$ cat src/rtl/tsp_pkg.sv
// shared constants and types of the touch sense control core
package tsp_pkg;
  localparam int NCH      = 8;
  localparam int NLED     = 2;
  localparam int MW       = 16;
  localparam int DW       = 4;
  localparam int CLK_HZ   = 100_000_000;
  localparam int CAL_TIME_MS = 200;
  localparam int CAL_CYC  = CAL_TIME_MS * (CLK_HZ / 1000);
  localparam int PRE_DIV_DEF = 1000;
  localparam int AVG_N    = 64;
  localparam int AVG_SH   = 6;
  localparam logic [5:0] AVG_LAST = 6'(AVG_N - 1);
  localparam logic [NCH-1:0] TOUCH_RST = 8'h00;
  localparam logic [NCH-1:0] CAL_ALL = 8'hFF;
  localparam logic [DW-1:0] LVL_FULL = 4'hF;
  localparam logic [DW-1:0] LVL_OFF = 4'h0;

  typedef enum logic [1:0] {
    PS_ACTIVE  = 2'b00,
    PS_STANDBY = 2'b01,
    PS_SLEEP   = 2'b10
  } tsp_pwr_t;

  typedef enum logic [1:0] {
    LM_DIRECT  = 2'b00,
    LM_PULSE1  = 2'b01,
    LM_PULSE2  = 2'b10,
    LM_BREATHE = 2'b11
  } tsp_led_mode_t;
endpackage

$ cat src/rtl/tsp_core.sv
// touch sense control core: power states, scan, baselines, wake pin, leds
// Functional notes
// - power state follows the standby and lowest power control bits
// - any power state change clears touches on now inactive channels
// - standby scans only the standby subset, still interrupts, standby bit exit
// - deep sleep samples nothing; leds static at non-actuated level, no pwm
// - bus traffic wakes deep sleep temporarily; lowest power bit kept
// - wake pin high in deep sleep without spi4 clears lowest power bit
// - reset pin high holds everything in reset, leds undriven, state cleared
// - reset pin release sets reset status bit and raises an interrupt
// - with spi4 configured the wake pin is only the data input
// - standby without spi4 drives wake high on touch until interrupt cleared
// - in deep sleep the wake pin is an undriven input
// - each led linked to its own input or host driven; push-pull or open-drain
// - direct mode follows stimulus, optional invert, brightness, ramps, off delay
// - pulse1 pulses a programmed count, triggered on press or release
// - pulse2 pulses while actuated then a programmed count after release
// - breathe ramps between min and max while actuated at programmed rate
// - host driven unlinked led may raise alert when its behaviour ends
// - scans run back to back over enabled inputs, first to last
// - measurement minus baseline at threshold flags touch and interrupt
// - calibrate bit recalibrates, self clears, press restarts it, about 200ms
// - leaving standby for active recalibrates enabled inputs outside the standby subset; leaving sleep recalibrates all
// - baseline refreshed from 64 untouched samples, suspended during touch
// - interrupts set the interrupt bit; alert released when host clears it
`timescale 1ns/1ps
`default_nettype none
module tsp_core
  import tsp_pkg::*;
#(
  parameter int CAL_CYCLES = CAL_CYC,
  parameter int PRE_DIV    = PRE_DIV_DEF
) (
  input  wire logic                i_clk_sys,
  input  wire logic                i_reset_n,
  input  wire logic                i_reset_pin,
  input  wire logic                i_low_power_monitor_bit,
  input  wire logic                i_lowest_power_set,
  input  wire logic                i_bus_active,
  input  wire logic                i_spi4_mode,
  input  wire logic                i_wake_in,
  input  wire logic [NCH-1:0]      i_chan_en,
  input  wire logic [NCH-1:0]      i_standby_en,
  input  wire logic [NCH-1:0]      i_cal_set,
  input  wire logic                i_auto_recal_en,
  input  wire logic [MW-1:0]       i_threshold,
  input  wire logic                i_meas_valid,
  input  wire logic [MW-1:0]       i_meas_data,
  input  wire logic                i_int_clr,
  input  wire logic                i_reset_status_clr,
  input  wire logic [2*NLED-1:0]   i_led_mode,
  input  wire logic [NLED-1:0]     i_led_link,
  input  wire logic [NLED-1:0]     i_led_host,
  input  wire logic [NLED-1:0]     i_led_inv,
  input  wire logic [NLED-1:0]     i_led_od,
  input  wire logic [NLED-1:0]     i_led_ramp,
  input  wire logic [NLED-1:0]     i_led_trig_rel,
  input  wire logic [NLED-1:0]     i_led_alert_en,
  input  wire logic [DW*NLED-1:0]  i_led_min,
  input  wire logic [DW*NLED-1:0]  i_led_max,
  input  wire logic [DW*NLED-1:0]  i_led_count,
  input  wire logic [DW*NLED-1:0]  i_led_offdly,
  input  wire logic [8*NLED-1:0]   i_led_rate,
  output logic                     o_meas_req,
  output logic [2:0]               o_meas_chan,
  output logic [NCH-1:0]           o_touch,
  output logic [NCH-1:0]           o_cal_active,
  output logic [1:0]               o_pwr_state,
  output logic                     o_lowest_power_bit,
  output logic                     o_reset_status,
  output logic                     o_int_bit,
  output logic                     o_alert_n,
  output logic                     o_wake_out,
  output logic                     o_wake_oe,
  output logic [NLED-1:0]          o_led_out,
  output logic [NLED-1:0]          o_led_oe
);
  localparam int CW = $clog2(CAL_CYCLES + 1);
  localparam int PW = $clog2(PRE_DIV + 1);

  function automatic logic [NCH-1:0] act_mask(tsp_pwr_t p, logic [NCH-1:0] en, logic [NCH-1:0] se);
    case (p)
      PS_ACTIVE:  act_mask = en;
      PS_STANDBY: act_mask = en & se;
      default:    act_mask = TOUCH_RST;
    endcase
  endfunction

  function automatic logic [MW-1:0] sat_diff(logic [MW-1:0] a, logic [MW-1:0] b);
    sat_diff = (a > b) ? a - b : {MW{1'b0}};
  endfunction

  logic [1:0]            pin_sync_reg, wake_sync_reg;
  logic                  pin_last_reg, rst, pin_rel;
  tsp_pwr_t              ps_reg, ps_next;
  logic [NCH-1:0]        act_reg, act_next, recal_trig, cal_req;
  logic                  lp_reg, rst_stat_reg, int_reg, int_next, alert_n_reg;
  logic                  wake_reg, wake_oe_reg, wake_hit;
  logic [2:0]            ch_reg;
  logic                  req_reg, mv, hit, new_touch, cal_end, cal_bad;
  logic [NCH-1:0]        touch_reg, cal_reg, seen_reg;
  logic [CW-1:0]         cal_cnt_reg;
  logic [MW-1:0]         base_mem [NCH];
  logic [MW+AVG_SH-1:0]  sum_mem [NCH];
  logic [5:0]            acnt_mem [NCH];
  logic [MW-1:0]         diff;
  logic [MW+AVG_SH-1:0]  sum_add;

  // reset pin and wake pin synchronisers
  always_ff @(posedge i_clk_sys) begin
    if (!i_reset_n) begin
      pin_sync_reg  <= 2'b00;
      wake_sync_reg <= 2'b00;
      pin_last_reg  <= 1'b0;
    end else begin
      pin_sync_reg  <= {pin_sync_reg[0], i_reset_pin};
      wake_sync_reg <= {wake_sync_reg[0], i_wake_in};
      pin_last_reg  <= pin_sync_reg[1];
    end
  end

  assign rst      = !i_reset_n || pin_sync_reg[1];
  assign pin_rel  = pin_last_reg && !pin_sync_reg[1];
  assign wake_hit = (ps_reg == PS_SLEEP) && !i_spi4_mode && wake_sync_reg[1];

  // power state selection
  always_comb begin
    if (lp_reg && !i_bus_active) begin
      ps_next = PS_SLEEP;
    end else if (i_low_power_monitor_bit) begin
      ps_next = PS_STANDBY;
    end else begin
      ps_next = PS_ACTIVE;
    end
    act_next   = act_mask(ps_next, i_chan_en, i_standby_en);
    recal_trig = TOUCH_RST;
    if (ps_reg == PS_STANDBY && ps_next == PS_ACTIVE) begin
      recal_trig = i_chan_en & ~i_standby_en;
    end else if (ps_reg == PS_SLEEP && ps_next != PS_SLEEP) begin
      recal_trig = CAL_ALL;
    end
    cal_req = i_cal_set | recal_trig;
  end

  always_ff @(posedge i_clk_sys) begin
    if (rst) begin
      ps_reg  <= PS_SLEEP;
      act_reg <= TOUCH_RST;
      lp_reg  <= 1'b1;
    end else begin
      ps_reg  <= ps_next;
      act_reg <= act_next;
      if (i_lowest_power_set) begin
        lp_reg <= 1'b1;
      end else if (wake_hit) begin
        lp_reg <= 1'b0;
      end
    end
  end

  // scan sequencer
  always_ff @(posedge i_clk_sys) begin
    if (rst) begin
      ch_reg  <= 3'h0;
      req_reg <= 1'b0;
    end else if (req_reg) begin
      if (i_meas_valid) begin
        req_reg <= 1'b0;
        ch_reg  <= ch_reg + 3'h1;
      end
    end else if (act_reg[ch_reg] && ps_reg != PS_SLEEP) begin
      req_reg <= 1'b1;
    end else begin
      ch_reg <= ch_reg + 3'h1;
    end
  end

  assign mv        = req_reg && i_meas_valid;
  assign diff      = sat_diff(i_meas_data, base_mem[ch_reg]);
  assign hit       = diff >= i_threshold;
  assign new_touch = mv && hit && !cal_reg[ch_reg] && !touch_reg[ch_reg] && act_reg[ch_reg];
  assign cal_end   = (|cal_reg) && cal_cnt_reg == CW'(CAL_CYCLES - 1);
  assign cal_bad   = mv && cal_reg[ch_reg] && seen_reg[ch_reg] && hit;
  assign sum_add   = sum_mem[ch_reg] + {6'h00, i_meas_data};

  // manual and transition recalibration
  always_ff @(posedge i_clk_sys) begin
    if (rst) begin
      cal_reg     <= TOUCH_RST;
      seen_reg    <= TOUCH_RST;
      cal_cnt_reg <= {CW{1'b0}};
    end else if (cal_end) begin
      cal_reg     <= cal_req;
      seen_reg    <= TOUCH_RST;
      cal_cnt_reg <= {CW{1'b0}};
    end else begin
      cal_reg <= cal_reg | cal_req;
      if (mv && cal_reg[ch_reg]) begin
        seen_reg[ch_reg] <= 1'b1;
      end
      if ((|cal_req) || cal_bad || !(|cal_reg)) begin
        cal_cnt_reg <= {CW{1'b0}};
      end else begin
        cal_cnt_reg <= cal_cnt_reg + 1'b1;
      end
    end
  end

  // baselines and running average
  always_ff @(posedge i_clk_sys) begin
    if (rst) begin
      for (int c = 0; c < NCH; c++) begin
        base_mem[c] <= {MW{1'b0}};
        sum_mem[c]  <= {(MW+AVG_SH){1'b0}};
        acnt_mem[c] <= 6'h00;
      end
    end else if (mv) begin
      if (cal_reg[ch_reg]) begin
        sum_mem[ch_reg]  <= {(MW+AVG_SH){1'b0}};
        acnt_mem[ch_reg] <= 6'h00;
        if (!seen_reg[ch_reg] || !hit) begin
          base_mem[ch_reg] <= i_meas_data;
        end
      end else if (hit || !i_auto_recal_en) begin
        sum_mem[ch_reg]  <= {(MW+AVG_SH){1'b0}};
        acnt_mem[ch_reg] <= 6'h00;
      end else if (acnt_mem[ch_reg] == AVG_LAST) begin
        base_mem[ch_reg] <= MW'(sum_add >> AVG_SH);
        sum_mem[ch_reg]  <= {(MW+AVG_SH){1'b0}};
        acnt_mem[ch_reg] <= 6'h00;
      end else begin
        sum_mem[ch_reg]  <= sum_add;
        acnt_mem[ch_reg] <= acnt_mem[ch_reg] + 6'h01;
      end
    end
  end

  // touch status
  always_ff @(posedge i_clk_sys) begin
    if (rst) begin
      touch_reg <= TOUCH_RST;
    end else if (ps_next != ps_reg) begin
      touch_reg <= touch_reg & act_next;
    end else if (mv) begin
      touch_reg[ch_reg] <= hit && !cal_reg[ch_reg] && act_reg[ch_reg];
    end
  end

  // led engines
  tsp_led_mode_t         md [NLED];
  logic [DW-1:0]         lvl_reg [NLED], lvl_next [NLED], cnt_reg [NLED], cnt_next [NLED];
  logic [DW-1:0]         dly_reg [NLED], dly_next [NLED], mn, mx, tgt;
  logic [7:0]            rc_reg [NLED];
  logic [NLED-1:0]       up_reg, up_next, run_reg, run_next, last_reg, stim, tick, done, led_on;
  logic [NLED-1:0]       led_out_reg, led_oe_reg;
  logic [PW-1:0]         pre_reg;
  logic [DW-1:0]         pwm_reg;
  logic                  pre_tick, led_alert;

  assign pre_tick = pre_reg == PW'(PRE_DIV - 1);

  always_comb begin
    led_alert = 1'b0;
    mn  = LVL_OFF;
    mx  = LVL_OFF;
    tgt = LVL_OFF;
    for (int i = 0; i < NLED; i++) begin
      md[i]       = tsp_led_mode_t'(i_led_mode[2*i +: 2]);
      mn          = i_led_min[DW*i +: DW];
      mx          = i_led_max[DW*i +: DW];
      tick[i]     = pre_tick && rc_reg[i] == i_led_rate[8*i +: 8];
      stim[i]     = i_led_link[i] ? touch_reg[i] : i_led_host[i];
      lvl_next[i] = lvl_reg[i];
      cnt_next[i] = cnt_reg[i];
      dly_next[i] = dly_reg[i];
      up_next[i]  = up_reg[i];
      run_next[i] = run_reg[i];
      done[i]     = 1'b0;
      led_on[i]   = lvl_reg[i] == LVL_FULL || lvl_reg[i] > pwm_reg;
      case (md[i])
        LM_DIRECT: begin
          stim[i] = stim[i] ^ i_led_inv[i];
          if (last_reg[i] && !stim[i]) begin
            dly_next[i] = i_led_offdly[DW*i +: DW];
          end else if (tick[i] && dly_reg[i] != LVL_OFF) begin
            dly_next[i] = dly_reg[i] - 1'b1;
          end
          tgt = (stim[i] || dly_reg[i] != LVL_OFF) ? mx : LVL_OFF;
          if (!i_led_ramp[i]) begin
            lvl_next[i] = tgt;
          end else if (tick[i] && lvl_reg[i] < tgt) begin
            lvl_next[i] = lvl_reg[i] + 1'b1;
          end else if (tick[i] && lvl_reg[i] > tgt) begin
            lvl_next[i] = lvl_reg[i] - 1'b1;
          end
        end
        LM_PULSE1: begin
          if (i_led_trig_rel[i] ? (last_reg[i] && !stim[i]) : (stim[i] && !last_reg[i])) begin
            run_next[i] = 1'b1;
            cnt_next[i] = i_led_count[DW*i +: DW];
          end
        end
        LM_PULSE2: begin
          if (stim[i]) begin
            run_next[i] = 1'b1;
            cnt_next[i] = i_led_count[DW*i +: DW];
          end
        end
        LM_BREATHE: begin
          run_next[i] = stim[i];
        end
        default: begin
          run_next[i] = 1'b0;
        end
      endcase
      if (md[i] != LM_DIRECT) begin
        if (!run_reg[i]) begin
          lvl_next[i] = mn;
          up_next[i]  = 1'b1;
        end else if (tick[i] && up_reg[i]) begin
          if (lvl_reg[i] >= mx) begin
            up_next[i] = 1'b0;
          end else begin
            lvl_next[i] = lvl_reg[i] + 1'b1;
          end
        end else if (tick[i]) begin
          if (lvl_reg[i] > mn) begin
            lvl_next[i] = lvl_reg[i] - 1'b1;
          end else begin
            up_next[i] = 1'b1;
            if (md[i] == LM_PULSE1 || (md[i] == LM_PULSE2 && !stim[i])) begin
              if (cnt_reg[i] <= 4'h1) begin
                run_next[i] = 1'b0;
                done[i]     = 1'b1;
              end else begin
                cnt_next[i] = cnt_reg[i] - 1'b1;
              end
            end
          end
        end
      end
      if (done[i] && !i_led_link[i] && i_led_alert_en[i]) begin
        led_alert = 1'b1;
      end
    end
  end

  always_ff @(posedge i_clk_sys) begin
    if (rst) begin
      pre_reg     <= {PW{1'b0}};
      pwm_reg     <= LVL_OFF;
      up_reg      <= 2'h0;
      run_reg     <= 2'h0;
      last_reg    <= 2'h0;
      led_out_reg <= 2'h0;
      led_oe_reg  <= 2'h0;
      for (int i = 0; i < NLED; i++) begin
        lvl_reg[i] <= LVL_OFF;
        cnt_reg[i] <= LVL_OFF;
        dly_reg[i] <= LVL_OFF;
        rc_reg[i]  <= 8'h00;
      end
    end else begin
      pre_reg <= pre_tick ? {PW{1'b0}} : pre_reg + 1'b1;
      pwm_reg <= pwm_reg + 1'b1;
      for (int i = 0; i < NLED; i++) begin
        if (pre_tick) begin
          rc_reg[i] <= tick[i] ? 8'h00 : rc_reg[i] + 8'h01;
        end
        if (ps_next == PS_SLEEP) begin
          lvl_reg[i]     <= LVL_OFF;
          run_reg[i]     <= 1'b0;
          dly_reg[i]     <= LVL_OFF;
          last_reg[i]    <= 1'b0;
          led_out_reg[i] <= i_led_od[i] ? 1'b0 : i_led_inv[i];
          led_oe_reg[i]  <= i_led_od[i] ? i_led_inv[i] : 1'b1;
        end else begin
          lvl_reg[i]     <= lvl_next[i];
          cnt_reg[i]     <= cnt_next[i];
          dly_reg[i]     <= dly_next[i];
          up_reg[i]      <= up_next[i];
          run_reg[i]     <= run_next[i];
          last_reg[i]    <= stim[i];
          led_out_reg[i] <= i_led_od[i] ? 1'b0 : led_on[i];
          led_oe_reg[i]  <= i_led_od[i] ? led_on[i] : 1'b1;
        end
      end
    end
  end

  // interrupt, reset status and wake pin
  assign int_next = (int_reg && !i_int_clr) || new_touch || pin_rel || led_alert;

  always_ff @(posedge i_clk_sys) begin
    if (rst) begin
      int_reg      <= 1'b0;
      alert_n_reg  <= 1'b1;
      rst_stat_reg <= 1'b0;
      wake_reg     <= 1'b0;
      wake_oe_reg  <= 1'b0;
    end else begin
      int_reg      <= int_next;
      alert_n_reg  <= !int_next;
      rst_stat_reg <= pin_rel || (rst_stat_reg && !i_reset_status_clr);
      wake_oe_reg  <= ps_next == PS_STANDBY && !i_spi4_mode;
      if (ps_reg == PS_STANDBY && !i_spi4_mode && new_touch) begin
        wake_reg <= 1'b1;
      end else if (!int_next || ps_next != PS_STANDBY) begin
        wake_reg <= 1'b0;
      end
    end
  end

  assign o_meas_req         = req_reg;
  assign o_meas_chan        = ch_reg;
  assign o_touch            = touch_reg;
  assign o_cal_active       = cal_reg;
  assign o_pwr_state        = ps_reg;
  assign o_lowest_power_bit = lp_reg;
  assign o_reset_status     = rst_stat_reg;
  assign o_int_bit          = int_reg;
  assign o_alert_n          = alert_n_reg;
  assign o_wake_out         = wake_reg;
  assign o_wake_oe          = wake_oe_reg;
  assign o_led_out          = led_out_reg;
  assign o_led_oe           = led_oe_reg;

  property p_sleep_sel;
    @(posedge i_clk_sys) disable iff (rst) (lp_reg && !i_bus_active) |=> ps_reg == PS_SLEEP;
  endproperty
  a_sleep_sel: assert property (p_sleep_sel) else $error("lowest power bit did not select sleep");
  property p_clear_inactive;
    @(posedge i_clk_sys) disable iff (rst) (ps_next != ps_reg) |=> (touch_reg & ~act_reg) == TOUCH_RST;
  endproperty
  a_clear_inactive: assert property (p_clear_inactive) else $error("touch kept on inactive input");
  property p_no_scan_sleep;
    @(posedge i_clk_sys) disable iff (rst) (ps_reg == PS_SLEEP && !req_reg) |=> !req_reg;
  endproperty
  a_no_scan_sleep: assert property (p_no_scan_sleep) else $error("sampling while asleep");
  property p_wake_clears;
    @(posedge i_clk_sys) disable iff (rst) (wake_hit && !i_lowest_power_set) |=> !lp_reg ##1 ps_reg != PS_SLEEP;
  endproperty
  a_wake_clears: assert property (p_wake_clears) else $error("wake pin did not leave sleep");
  property p_reset_hold;
    @(posedge i_clk_sys) disable iff (!i_reset_n) pin_sync_reg[1] |=> touch_reg == TOUCH_RST && led_oe_reg == 2'h0 && lp_reg;
  endproperty
  a_reset_hold: assert property (p_reset_hold) else $error("state not held in reset");
  property p_reset_release;
    @(posedge i_clk_sys) disable iff (!i_reset_n) $fell(pin_sync_reg[1]) |=> int_reg && rst_stat_reg && !alert_n_reg;
  endproperty
  a_reset_release: assert property (p_reset_release) else $error("reset release not flagged");
  property p_wake_drive;
    @(posedge i_clk_sys) disable iff (rst) (ps_reg == PS_STANDBY && !i_spi4_mode && new_touch) |=> o_wake_out;
  endproperty
  a_wake_drive: assert property (p_wake_drive) else $error("wake not driven on standby touch");
  property p_wake_hiz;
    @(posedge i_clk_sys) disable iff (rst) (ps_next == PS_SLEEP || i_spi4_mode) |=> !o_wake_oe;
  endproperty
  a_wake_hiz: assert property (p_wake_hiz) else $error("wake pin driven while input");
  property p_scan_order;
    @(posedge i_clk_sys) disable iff (rst) mv |=> ch_reg == $past(ch_reg) + 3'h1;
  endproperty
  a_scan_order: assert property (p_scan_order) else $error("scan did not advance");
  property p_touch_int;
    @(posedge i_clk_sys) disable iff (rst) new_touch |=> int_reg && !alert_n_reg;
  endproperty
  a_touch_int: assert property (p_touch_int) else $error("touch raised no interrupt");
  property p_int_hold;
    @(posedge i_clk_sys) disable iff (rst) (int_reg && !i_int_clr) |=> int_reg && !alert_n_reg;
  endproperty
  a_int_hold: assert property (p_int_hold) else $error("interrupt bit dropped");
endmodule
`default_nettype wire

$ cat config.mk
export PLATFORM = sky130hd
export DESIGN_NAME = tsp_core
export DESIGN_NICKNAME = d
export VERILOG_FILES = /design/src/rtl/tsp_pkg.sv /design/src/rtl/tsp_core.sv
export SDC_FILE = /design/constraint.sdc
export NUM_CORES = 1
export LEC_CHECK = 0
export ABC_AREA = 1
export BUFFER_PORTS_ARGS = -buffer_cell sky130_fd_sc_hd__buf_2
export CELL_PAD_IN_SITES_DETAIL_PLACEMENT = 1
export CELL_PAD_IN_SITES_GLOBAL_PLACEMENT = 1
export CORE_ASPECT_RATIO = 1.2
export CORE_MARGIN = 3
export CORE_UTILIZATION = 43
export DETAILED_ROUTE_END_ITERATION = 8
export PLACE_DENSITY = 0.75
export SKIP_LAST_GASP = 1
export SYNTH_ARGS = -nofsm -noshare
export SYNTH_HDL_FRONTEND = slang
export SYNTH_SLANG_ARGS = --single-unit
$ cat constraint.sdc
create_clock -name i_clk_sys -period 5.6 [get_ports i_clk_sys]
set_input_delay 0.28 -clock i_clk_sys [delete_from_list [all_inputs] [get_ports i_clk_sys]]
set_output_delay 0.28 -clock i_clk_sys [all_outputs]
set_load 0.01 [all_outputs]
==> flow_summary.json <==
{
  "outcome": "finished clean",
  "antenna_found_initial": 4,
  "synth_edf_count": 392,
  "tns_ns": 0,
  "regMostFlops": "sum_mem",
  "hp-class": "in -> reg",
  "startpoint_type": "flop",
  "async_flop_share": 0,
  "p_per_area_mw_per_mm2": 319,
  "post-route-drc-count": 0,
  "ff_latch_area_mm2": 0.0138,
  "synth.top_cell.area_share": 0.434,
  "p_leak_uw": 0.0121,
  "setup_ws_ns": 0.348,
  "synth_cells": 3084,
  "cts_tree": "done",
  "placedCellCount": 4010,
  "drive_gt1_frac": 0.142,
  "grt_pass1_vias": 24800,
  "crit_slowest_cell": "dfxtp_4",
  "overflow": 0,
  "path_clk_slew_ns": 0.06,
  "synth-seq-area-share": 0.509,
  "cts_buffers": 52,
  "multi_input_area_mm2": 0.0118,
  "die-area_mm2": 0.0661,
  "critPathMaxFanout": 45,
  "grt_usage": 0.275,
  "syn_avg_cell_area_um2": 8.79,
  "synth_area_leaders": "edfxtp_1, nor2_1, dfxtp_1",
  "end_kind": "flop",
  "crit_type": "reg -> reg",
  "h-tree-depth": 2,
  "pre_cts_ws_ns": -0.145,
  "floorplan.initialDensity": 0.436,
  "gp_congestion": 0.962,
  "detail-route-antenna-nets": 0,
  "n_fill_cell": 7263,
  "yosysTopAreaCell": "edfxtp_1",
  "vias_per_cell": 5.70,
  "cpMostUsedCell": "nand2_1",
  "relSlewSlack": 0.318,
  "grt_pass1_wl_um": 141000,
  "synth.distinct_cells": 61,
  "final_max_slew_viol_count": 0,
  "ys.flop_type": "edfxtp_1",
  "dr_total_vias": 23500,
  "min_period_ns": 5.25,
  "cap_violations": 0,
  "largest_register_ffs": 176,
  "worst_slew_pin_slew_ns": 1.02,
  "setup_viol": 0,
  "syn_area_mm2": 0.0271,
  "crit_arrival_ns": 5.60,
  "cts_buffer_depth": 3,
  "largestRegisters": "sum_mem: 176 flops, base_mem: 128 flops, acnt_mem: 48 flops",
  "firstDrtPassIters": 5,
  "core_mm2": 0.0622,
  "fin_crit_sh": 0.938,
  "cts_sinks": 493,
  "die_h_um": 281,
  "nets": 3507,
  "dp_hpwl_um": 63700,
  "totalWireLength_um": 93500,
  "peakVddDrop_v": 0.000228,
  "port-buffer-count": 165,
  "synthToLayoutAreaGrowth_pct": 13.9,
  "ys_ff_latch": 493,
  "rows": 100,
  "max_freq_mhz": 190,
  "final_cells": 4123,
  "finalHoldViolCount": 0,
  "pin_count": 166,
  "required_ns": 5.95,
  "yosysWarnings": 0,
  "cts-root-buf": "clkbuf_16",
  "wire_per_inst_um": 22.7,
  "synth.most_common_cell": "nor2_1",
  "die_w_um": 235,
  "netlist_top_cells_count": "nor2_1, edfxtp_1, nand2_1",
  "insertion_delay_ns": 0.61,
  "drtIter0Drc": 1629,
  "max_stage_delay_ns": 0.41,
  "grt_max_degree": 91,
  "skew_ns": 0.0208
}
## critical path, delay by kind of cell (launching register included)
kind	cells	cell delay (ns)
buffers and inverters	5	0.86
AO/OA/AOI/OAI	8	1.15
adder cells (fa/ha/maj)	2	0.60
AND/OR/NAND/NOR	14	1.93
flip-flops	1	0.41
## power breakdown
| group | switching [uW] | leakage (uW) | internal, uW |
|---|---|---|---|
| registers | 101 | 0.00496 | 4110 |
| logic | 1450 | 0.00631 | 681 |
| clock network | 1490 | 0.000825 | 2010 |
| total | 3050 | 0.0121 | 6800 |
## layout by cell type (no fill, tap or decap), types with 13 or more instances in the layout
cell | Yosys | layout
o211ai_1 | 17 | 17
ha_1 | 107 | 107
nor3_1 | 121 | 121
buf_4 | 8 | 59
a31oi_1 | 22 | 21
nor3b_1 | 19 | 19
or2_2 | 16 | 16
nor2_2 | 73 | 73
xor2_1 | 45 | 45
nor2_1 | 654 | 654
nand3_1 | 107 | 105
inv_1 | 244 | 243
buf_2 | 18 | 165
o221ai_1 | 19 | 19
clkbuf_16 | 0 | 54
o22ai_1 | 56 | 56
nand2_2 | 16 | 17
inv_2 | 13 | 13
o21ai_0 | 281 | 279
nand2_1 | 366 | 357
xnor2_1 | 28 | 28
nand4_1 | 30 | 30
edfxtp_1 | 392 | 392
a21oi_1 | 118 | 117
o21ai_1 | 23 | 25
dfxtp_1 | 101 | 98
## logic make-up (layout without fill, tap and decap cells)
| group | Yosys count | count (layout) | synth area share |
|---|---|---|---|
| xor+xnor | 75 | 75 | 0.0248 |
| compound gates | 576 | 576 | 0.120 |
| flops | 493 | 493 | 0.509 |
| fa+ha+maj | 109 | 109 | 0.0509 |
| other cells | 1 | 11 | 0.000138 |
| simple gates | 1444 | 1444 | 0.236 |
| buf+inv | 386 | 599 | 0.0585 |
## final timing paths
kind	from	endpoint	slack, ns	depth (start not counted)
worst min-delay path	i_led_offdly[3]	dly_reg[0][3]	0.06	3
worst max-delay path	flop	base_mem[7][5]	0.35	29
worst min register to register	pin_sync_reg[0]	pin_sync_reg[1]	0.42	2
worst max register to register	flop	base_mem[7][5]	0.35	29
## routing by layer
metal	wire (um)	GRT usage	share of wire
met2	46900	0.488	0.50
met5	11	0	0.00012
met3	5790	0.0460	0.062
met4	5520	0.157	0.059
met1	35300	0.315	0.38
## through the flow
| step | hold slack, ns | total power (uW) | instance area, um^2 | utilization |
|---|---|---|---|---|
| after global placement | 0.402 | 6260 | 28900 | 0.465 |
| after global routing | 0.0458 | 10300 | 30900 | 0.496 |
| after detailed placement | 0.407 | 6360 | 28900 | 0.465 |
| after floorplan | 0.352 | 5600 | 27100 | - |
| after CTS | 0.0237 | 9850 | 30700 | 0.494 |
| final | 0.0573 | 9850 | 30900 | 0.496 |
## timing repair
action / in CTS / in global routing
setup endpoints to repair: 253 / 385
endpoints found under the hold margin: 13 / 0
pin swaps: 0 / 2
resized for setup: 3 / 19
setup buffers: 0 / 3
hold buffers: 12 / 0
cloned: 0 / 1
## area by class of cell
class | instances | share of cell area
flip-flops and latches | 493 | 0.447
inverters | 262 | 0.0320
clock inverters | 29 | 0.00973
well taps | 816 | 0.0331
clock buffers | 65 | 0.0444
repair buffers | 243 | 0.0494
multi-input cells | 2212 | 0.384
diodes | 3 | 0.000243
(Power assumes the default switching activity.)
